**src/pkg/dtd_params.svh**
```systemverilog
// Constants for the drum track address decoder.
// Assumes addresses arrive as packed {tens, units, low kind, low value} fields.
`ifndef DTD_PARAMS_SVH
`define DTD_PARAMS_SVH

// Packed three-character address layout
`define DTD_AW 15
`define DTD_A_TENS 14:11
`define DTD_A_UNITS 10:7
`define DTD_A_KIND 6:5
`define DTD_A_VAL 4:0

// Track codes
`define DTD_IO_LAST 7'h09
`define DTD_FACT_ONE 7'h0b
`define DTD_FACT_TWO 7'h0c
`define DTD_INTER_FIRST 7'h0d
`define DTD_INTER_LAST 7'h61
`define DTD_SINGLE_TRACK 7'h63

// Letter indices counted from A = 0
`define DTD_LETTER_I 5'h08
`define DTD_LETTER_O 5'h0e
`define DTD_LETTER_V 5'h15
`define DTD_LETTER_W 5'h16

// Drum geometry
`define DTD_TRACK_CHARS 120
`define DTD_WORD_CHARS 12
`define DTD_WORDS 10
`define DTD_MAX_FIELDS 20
`define DTD_PROGRAM_WORDS 850
`define DTD_CHAR_BITS 7
`define DTD_PARITY_BIT 6

`endif

```
**src/pkg/dtd_pkg.sv**
```systemverilog
// Types shared by the drum track address decoder files.
// Assumes dtd_params.svh supplies all numeric constants.
package dtd_pkg;

  typedef enum logic [1:0] {
    DTD_LO_WORD = 2'b00,
    DTD_LO_FIELD = 2'b01,
    DTD_LO_BLOCK = 2'b10
  } dtd_lo_kind_t;

  typedef enum logic [2:0] {
    DTD_AREA_NONE = 3'b000,
    DTD_AREA_IO = 3'b001,
    DTD_AREA_FACT = 3'b010,
    DTD_AREA_INTER = 3'b011,
    DTD_AREA_PAT = 3'b100
  } dtd_area_t;

  typedef enum logic [2:0] {
    DTD_DENY_NONE = 3'b000,
    DTD_DENY_ADDR = 3'b001,
    DTD_DENY_DIR = 3'b010,
    DTD_DENY_FIELD = 3'b011,
    DTD_DENY_DEMAND = 3'b100,
    DTD_DENY_ROUTE = 3'b101
  } dtd_deny_t;

  typedef enum logic {
    DTD_PAT_IDLE = 1'b0,
    DTD_PAT_LOAD = 1'b1
  } dtd_pat_state_t;

endpackage : dtd_pkg

```
**src/hw/dtd_track_decoder.sv**
```systemverilog
// Drum track address decoder: maps three-character addresses to track spans.
// Assumes execution and plugboard sequencing logic share clk and drive
// requests as levels sampled on the same edge; answers follow one edge later.
`timescale 1ns/1ns
`include "dtd_params.svh"
module dtd_track_decoder
  import dtd_pkg::*;
#(
  parameter int STEP_W = 7,
  parameter int TRACK_CHARS = `DTD_TRACK_CHARS,
  parameter int MAX_FIELDS = `DTD_MAX_FIELDS
) (
  input wire logic clk,
  input wire logic rst_b,
  input wire logic req_valid,
  input wire logic [`DTD_AW-1:0] req_addr,
  input wire logic req_dest,
  input wire logic req_from_plug,
  input wire logic req_forward,
  input wire logic [1:0] req_fwd_slot,
  input wire logic io_unit_assigned,
  input wire logic [3:0] io_demand_unit,
  input wire logic seq_start,
  input wire logic [`DTD_AW-1:0] seq_addr_u,
  input wire logic [`DTD_AW-1:0] seq_addr_v,
  input wire logic [`DTD_AW-1:0] seq_addr_w,
  input wire logic [STEP_W-1:0] seq_step,
  input wire logic seq_end,
  input wire logic pat_wr_valid,
  input wire logic [`DTD_CHAR_BITS-1:0] pat_wr_char,
  output logic pat_wr_ready,
  output logic resp_valid_r,
  output logic resp_grant_r,
  output dtd_deny_t resp_deny_r,
  output dtd_area_t resp_area_r,
  output logic [6:0] resp_track_r,
  output logic [6:0] resp_start_r,
  output logic [6:0] resp_len_r,
  output logic plug_active_r,
  output logic [STEP_W-1:0] plug_entry_step_r,
  output logic [5:0] field_count_r,
  output logic field_overflow_r
);

  localparam logic [6:0] TRACK_LEN = 7'(TRACK_CHARS);
  localparam logic [6:0] WORD_LEN = 7'(`DTD_WORD_CHARS);
  localparam logic [4:0] LAST_WORD = 5'(`DTD_WORDS - 1);
  localparam int INTER_WORDS =
    (int'(`DTD_INTER_LAST) - int'(`DTD_INTER_FIRST) + 1) * `DTD_WORDS;

  // Geometry the decoder can serve
  generate
    if (TRACK_CHARS != `DTD_WORD_CHARS * `DTD_WORDS || TRACK_CHARS > 127) begin : g_bad_track
      $error("Track length must be ten words and fit seven bits");
    end
    if (MAX_FIELDS > `DTD_MAX_FIELDS || MAX_FIELDS < 1) begin : g_bad_fields
      $error("Field limit outside the letter range");
    end
    if (INTER_WORDS < `DTD_PROGRAM_WORDS) begin : g_bad_program
      $error("Intermediate area too small for the stored program");
    end
  endgenerate

  // Pattern track storage and load sequencer
  logic [`DTD_CHAR_BITS-1:0] pat_mem_r [TRACK_CHARS];
  logic [TRACK_CHARS-1:0] pat_marks;
  logic [6:0] pat_idx_r;
  dtd_pat_state_t pat_state_r;
  logic [`DTD_AW-1:0] fwd_r [3];

  // Decode signals
  logic [`DTD_AW-1:0] eff_addr;
  logic [3:0] a_tens;
  logic [3:0] a_units;
  dtd_lo_kind_t a_kind;
  logic [4:0] a_val;
  logic [6:0] trk;
  logic [4:0] fld_idx;
  logic letter_ok;
  logic fld_hit;
  logic [6:0] fld_start;
  logic [6:0] fld_len;
  logic [6:0] mark_count;
  dtd_area_t area_nxt;
  dtd_deny_t deny_nxt;
  logic [6:0] start_nxt;
  logic [6:0] len_nxt;
  logic pat_open;

  always_comb begin
    for (int i = 0; i < TRACK_CHARS; i++) begin
      pat_marks[i] = pat_mem_r[i][`DTD_PARITY_BIT];
    end
  end

  assign pat_wr_ready = (pat_state_r == DTD_PAT_LOAD);

  // Forwarded address selection
  always_comb begin
    if (req_forward) begin
      case (req_fwd_slot)
        2'b00: eff_addr = fwd_r[0];
        2'b01: eff_addr = fwd_r[1];
        2'b10: eff_addr = fwd_r[2];
        default: eff_addr = '1;
      endcase
    end else begin
      eff_addr = req_addr;
    end
  end

  assign a_tens = eff_addr[`DTD_A_TENS];
  assign a_units = eff_addr[`DTD_A_UNITS];
  assign a_kind = dtd_lo_kind_t'(eff_addr[`DTD_A_KIND]);
  assign a_val = eff_addr[`DTD_A_VAL];
  assign trk = 7'({a_tens, 3'b000}) + 7'({a_tens, 1'b0}) + 7'(a_units);

  // Letter to field number, skipping I and O
  assign letter_ok = a_val <= `DTD_LETTER_V && a_val != `DTD_LETTER_I
                     && a_val != `DTD_LETTER_O;
  assign fld_idx = a_val - 5'(a_val > `DTD_LETTER_I) - 5'(a_val > `DTD_LETTER_O);

  dtd_field_locator #(
    .CHARS(TRACK_CHARS)
  ) u_locator (
    .marks(pat_marks),
    .field_idx(fld_idx),
    .hit(fld_hit),
    .start(fld_start),
    .len(fld_len),
    .mark_count(mark_count)
  );

  // Area, span and access decision
  always_comb begin
    area_nxt = DTD_AREA_NONE;
    deny_nxt = DTD_DENY_NONE;
    start_nxt = 7'h00;
    len_nxt = 7'h00;
    pat_open = 1'b0;
    if (a_tens > 4'h9 || a_units > 4'h9) begin
      area_nxt = DTD_AREA_NONE;
    end else if (trk <= `DTD_IO_LAST) begin
      area_nxt = DTD_AREA_IO;
    end else if (trk == `DTD_FACT_ONE || trk == `DTD_FACT_TWO) begin
      area_nxt = DTD_AREA_FACT;
    end else if (trk >= `DTD_INTER_FIRST && trk <= `DTD_INTER_LAST) begin
      area_nxt = DTD_AREA_INTER;
    end else if (trk == `DTD_SINGLE_TRACK && a_kind == DTD_LO_FIELD
                 && a_val == `DTD_LETTER_W) begin
      area_nxt = DTD_AREA_PAT;
    end
    if (area_nxt == DTD_AREA_NONE) begin
      deny_nxt = DTD_DENY_ADDR;
    end else if (area_nxt == DTD_AREA_PAT) begin
      start_nxt = 7'h00;
      len_nxt = TRACK_LEN;
      if (!req_dest || pat_state_r == DTD_PAT_LOAD) begin
        deny_nxt = DTD_DENY_DIR;
      end else begin
        pat_open = 1'b1;
      end
    end else begin
      case (a_kind)
        DTD_LO_WORD: begin
          // Word 9 is the first group past the head
          if (a_val > LAST_WORD) begin
            deny_nxt = DTD_DENY_ADDR;
          end else begin
            start_nxt = 7'(LAST_WORD - a_val) * WORD_LEN;
            len_nxt = WORD_LEN;
          end
        end
        DTD_LO_FIELD: begin
          // Pattern governs fields of tracks 00-09 and 11-97
          if (!letter_ok || !fld_hit) begin
            deny_nxt = DTD_DENY_FIELD;
          end else begin
            start_nxt = fld_start;
            len_nxt = fld_len;
          end
        end
        DTD_LO_BLOCK: begin
          start_nxt = 7'h00;
          len_nxt = TRACK_LEN;
        end
        default: deny_nxt = DTD_DENY_ADDR;
      endcase
      if (deny_nxt == DTD_DENY_NONE && req_from_plug) begin
        if (req_forward) begin
          if (!plug_active_r || req_fwd_slot == 2'b11) begin
            deny_nxt = DTD_DENY_ROUTE;
          end
        end else if (area_nxt == DTD_AREA_INTER) begin
          deny_nxt = DTD_DENY_ROUTE;
        end else if (area_nxt == DTD_AREA_IO
                     && !(io_unit_assigned && io_demand_unit == trk[3:0])) begin
          deny_nxt = DTD_DENY_DEMAND;
        end
      end
    end
  end

  // Response registers; stored instructions face no gating
  always_ff @(posedge clk or negedge rst_b) begin
    if (!rst_b) begin
      resp_valid_r <= 1'b0;
      resp_grant_r <= 1'b0;
      resp_deny_r <= DTD_DENY_NONE;
      resp_area_r <= DTD_AREA_NONE;
      resp_track_r <= 7'h00;
      resp_start_r <= 7'h00;
      resp_len_r <= 7'h00;
    end else begin
      resp_valid_r <= req_valid;
      if (req_valid) begin
        resp_grant_r <= (deny_nxt == DTD_DENY_NONE);
        resp_deny_r <= deny_nxt;
        resp_area_r <= area_nxt;
        resp_track_r <= trk;
        resp_start_r <= start_nxt;
        resp_len_r <= len_nxt;
      end else begin
        resp_grant_r <= 1'b0;
      end
    end
  end

  // Plugboard sequence: forwarded addresses and entry step
  always_ff @(posedge clk or negedge rst_b) begin
    if (!rst_b) begin
      plug_active_r <= 1'b0;
      plug_entry_step_r <= '0;
      fwd_r[0] <= '0;
      fwd_r[1] <= '0;
      fwd_r[2] <= '0;
    end else if (seq_start) begin
      plug_active_r <= 1'b1;
      plug_entry_step_r <= seq_step;
      fwd_r[0] <= seq_addr_u;
      fwd_r[1] <= seq_addr_v;
      fwd_r[2] <= seq_addr_w;
    end else if (seq_end) begin
      plug_active_r <= 1'b0;
    end
  end

  // Pattern load sequencer: opened by a granted 99W destination
  always_ff @(posedge clk or negedge rst_b) begin
    if (!rst_b) begin
      pat_state_r <= DTD_PAT_IDLE;
      pat_idx_r <= 7'h00;
    end else begin
      case (pat_state_r)
        DTD_PAT_IDLE: begin
          if (req_valid && pat_open) begin
            pat_state_r <= DTD_PAT_LOAD;
            pat_idx_r <= 7'h00;
          end
        end
        DTD_PAT_LOAD: begin
          if (pat_wr_valid) begin
            if (pat_idx_r == TRACK_LEN - 7'h01) begin
              pat_state_r <= DTD_PAT_IDLE;
              pat_idx_r <= 7'h00;
            end else begin
              pat_idx_r <= pat_idx_r + 7'h01;
            end
          end
        end
        default: pat_state_r <= DTD_PAT_IDLE;
      endcase
    end
  end

  // Whole characters are kept; only their parity bits steer fields
  always_ff @(posedge clk or negedge rst_b) begin
    if (!rst_b) begin
      for (int i = 0; i < TRACK_CHARS; i++) begin
        pat_mem_r[i] <= '0;
      end
    end else if (pat_wr_valid && pat_wr_ready) begin
      pat_mem_r[pat_idx_r] <= pat_wr_char;
    end
  end

  // Count of defined fields; more than the letter range is flagged
  always_ff @(posedge clk or negedge rst_b) begin
    if (!rst_b) begin
      field_count_r <= 6'h00;
      field_overflow_r <= 1'b0;
    end else begin
      field_count_r <= 6'(mark_count);
      field_overflow_r <= (mark_count > 7'(MAX_FIELDS));
    end
  end
endmodule : dtd_track_decoder

```
**src/hw/dtd_field_locator.sv**
```systemverilog
// Finds start and length of one field from the end-of-field marks of a track.
// Assumes marks are indexed by character position, 0 first past the head.
`timescale 1ns/1ns
`include "dtd_params.svh"
module dtd_field_locator #(
  parameter int CHARS = `DTD_TRACK_CHARS
) (
  input wire logic [CHARS-1:0] marks,
  input wire logic [4:0] field_idx,
  output logic hit,
  output logic [6:0] start,
  output logic [6:0] len,
  output logic [6:0] mark_count
);
  logic [6:0] cnt;
  logic [6:0] beg;

  always_comb begin
    cnt = 7'h00;
    beg = 7'h00;
    hit = 1'b0;
    start = 7'h00;
    len = 7'h00;
    // Letters go in order to successive mark-terminated groups from char 0
    for (int i = 0; i < CHARS; i++) begin
      if (marks[i]) begin
        if (!hit && cnt == {2'b00, field_idx}) begin
          hit = 1'b1;
          start = beg;
          len = 7'(i + 1) - beg;
        end
        cnt = cnt + 7'h01;
        beg = 7'(i + 1);
      end
    end
    mark_count = cnt;
  end
endmodule : dtd_field_locator

```
**config.mk**
```make
export PLATFORM = sky130hd
export DESIGN_NAME = dtd_track_decoder
export DESIGN_NICKNAME = d
export VERILOG_FILES = /design/src/pkg/dtd_pkg.sv /design/src/hw/dtd_track_decoder.sv /design/src/hw/dtd_field_locator.sv
export VERILOG_INCLUDE_DIRS = /design/src /design/src/pkg
export SDC_FILE = /design/constraint.sdc
export NUM_CORES = 2
export LEC_CHECK = 0
export BUFFER_PORTS_ARGS = -buffer_cell sky130_fd_sc_hd__buf_2
export CORE_MARGIN = 4
export CORE_UTILIZATION = 61
export CTS_CLUSTER_SIZE = 25
export DETAILED_ROUTE_END_ITERATION = 8
export GPL_TIMING_DRIVEN = 0
export PLACE_DENSITY = 0.91
export SLEW_MARGIN = 20
export SYNTH_ARGS = -nofsm -noshare
export SYNTH_HDL_FRONTEND = slang
export SYNTH_SLANG_ARGS = --single-unit
```
**constraint.sdc**
```tcl
create_clock -name clk -period 77.6 [get_ports clk]
set_clock_uncertainty 0.1 [all_clocks]
set_input_delay 3.88 -clock clk [delete_from_list [all_inputs] [get_ports clk]]
set_output_delay 3.88 -clock clk [all_outputs]
set_load 0.05 [all_outputs]
```
==> flow_summary.ini <==
[critical_path]
cp_slowest_cell = dfrtp_1
path_class = reg2reg
cp_top_family = adder cells
worstSetupStartpointType = flop
worst_ep_arrival_time_ns = 75.37
crit_fanout = 7
cp_common_cell = ha_1
end_kind = flop
cp_num_buf_inv = 39
cp_slowest_stage_delay_ns = 0.42
crit_required_ns = 78.01

[route]
vias = 77700
drcViolationCount = 0
via_per_inst = 6.92
wirelength_mm = 260
post_drt_wl_per_cell_um = 23.2
first_pass_iters = 9
drt_iter0_drc = 11000
ant_nets = 0

[clock_network]
cts_max_level = 1
cts_tree = yes
insertion_delay_ns = 0.63
clk_path_buf_depth = 3
cts_sinks = 217
clk_pin_slew_ns = 0.07
cts_buffers = 30
cts_root_buffer = clkbuf_16

[global_route]
grt_pass1_vias = 71800
grt-ovfl-total = 0
track_usage_pct = 42.8
met2_usage_pct = 67.2
grt_start_max_net_pins = 99
antenna_found_initial = 10
grt_util_met1_pct = 55.2
grt_pass1_wl_mm = 398
busiest_layer = met2
met3_usage_pct = 8.54

[yosys]
synth_ff_type = dfrtp_1
netlist-cell-type-count = 128
postSynth.asyncResetShare_pct = 100
synth-seq-area-share_pct = 8.23
synth_nets = 9913
synth_cells = 9573
syn_area_per_cell_um2 = 6.89
synth_top_area_share_pct = 13.2
synth_enable_flop_cells = 0
synthTopCellsByArea = xnor2_1 (13%), dfrtp_1 (8.2%), nor2_1 (6.4%)
netlist.top_cell.by_area = xnor2_1
syn_area_um2 = 66000
ys_ff_latch = 217
yosys_warnings = 0

[timing]
max_slew_margin_pct = 16.9
worst_slew_pin_slew_ns = 1.22
fmaxAchievable_mhz = 13.3
period_share_pct = 96.6
drv_slew = 0
finalHoldViolations = 0
setup_violations = 0
hold_ws_ns = 0.394
min_period_ns = 74.96
setup_ws_ns = 2.64

[layout]
area_growth_pct = 7.63
final_common_cell = nor2_1
final_cell_mix = nor2_1 (1123), nand2_1 (1049), xnor2_1 (990)
nNetsFinal = 10100
drive_gt1_share_pct = 9.53

[outcome]
outcome = finished, final reports clean

[die]
io_pins = 135
die_area_um2 = 114000
initial_core_util_pct = 61.6
rows = 120
core_area_um2 = 107000
die_h_um = 337
die_x_um = 337

[run]
drv_cap = 0

[placement]
numPortBuffers = 122
dp_slack_ns = -7.53
dpl.hpwl_mm = 203
place_congestion = 1.04

[worst_hold_path]
hp-class = reg2reg
[tightest hold or removal path, cell delays in order, from the launching register on]
cell	delay, ns
dfrtp_1	0.35
nand2_1	0.05
o21ai_0	0.06
[layer usage]
metal / routed length [um] / vias up / share of wire (%)
met5: 13 / - / 0.0050
met4: 17100 / 2 / 6.6
met3: 30600 / 1144 / 12
met2: 112000 / 5476 / 43
met1: 100000 / 36200 / 39
li1: - / 34900 / -
[synthesized netlist by cell type, types with 49 or more instances]
cell      instances
mux2i_1          67
a21oi_1         487
nor2_1         1127
o31ai_1          86
and2_1           85
a211oi_1         64
o22ai_1          98
clkbuf_1        433
xnor2_1         997
nor4_1           86
a31oi_1         134
or3_1            93
nand2_1        1066
dfrtp_1         217
nand2b_1        118
inv_1           343
nand3_1         343
buf_1            52
o211ai_1         83
nor3_1          361
xor2_1          438
o221ai_1         88
mux2_2          181
o21a_1           67
and3_1           85
o21ai_0         661
nand4_1         122
or2_2            97
a21o_1           49
ha_1            247
xnor3_1          56
nor2b_1          99
[per-stage QoR]
stage | util, % | setup TNS, ns | std cells | cell area [um^2]
after detailed placement | 64.0 | -166.55 | 11100 | 68600
after global placement | 63.8 | -105.16 | 11100 | 68400
final | 66.3 | 0 | 11200 | 71000
after global routing | 66.2 | -8.92 | 11200 | 71000
after floorplan | - | 0 | 9573 | 66000
after CTS | 65.5 | 0 | 11200 | 70200
[layout make-up]
cell class / count / area (um^2)
inverters: 364 / 1370
clock inverters: 17 / 200
fillers: 9551 / 36200
plain buffers: 511 / 2000
repair buffers: 197 / 1260
clock buffers: 36 / 803
diodes: 12 / 30.0
multi-input cells: 8477 / 58200
well taps: 1403 / 1760
flip-flops and latches: 217 / 5430
[timing repair]
item	in CTS	in global routing
hold buffers	0	0
pin swaps	12	28
buffers inserted	25	42
gates resized for setup	114	108
endpoints found under the setup margin	24	24
[flip-flops by register name, summed over array words and instances (netlist names), 3 cells and up]
| name | cells |
|---|---|
| field_count_r | 6 |
| fwd_r | 45 |
| pat_idx_r | 7 |
| pat_marks | 120 |
| plug_entry_step_r | 7 |
| resp_area_r | 3 |
| resp_deny_r | 3 |
| resp_len_r | 7 |
| resp_start_r | 7 |
| resp_track_r | 7 |
[cell families after synthesis]
logic type	Yosys count	synth area share [%]
mux	252	4.21
flops	217	8.23
simple gates	3917	28.2
buf+inv	879	5.10
compound gates	2430	24.2
xor+xnor	1625	25.2
fa+ha+maj	253	4.82
[path summary, 6_finish.rpt]
kind / startpoint / slack (ns) / to / depth (start not counted)
worst min-delay path: resp_track_r[3]$_DFFE_PN0P_ / 0.39 / resp_track_r[3]$_DFFE_PN0P_ / 2
worst max register to register: pat_marks[0]$_DFFE_PN0P_ / 2.64 / resp_grant_r$_DFF_PN0_ / 401
worst min register to register: resp_track_r[3]$_DFFE_PN0P_ / 0.39 / resp_track_r[3]$_DFFE_PN0P_ / 2
worst max-delay path: pat_marks[0]$_DFFE_PN0P_ / 2.64 / resp_grant_r$_DFF_PN0_ / 401
max in group asynchronous: rst_b / 73.45 / pat_marks[80]$_DFFE_PN0P_ / 2
min in group asynchronous: rst_b / 3.05 / field_count_r[2]$_DFF_PN0_ / 1
Power is left out: the tool's default activity adds up to more than one toggle a clock period on the data nets, which glitch-free logic cannot reach.
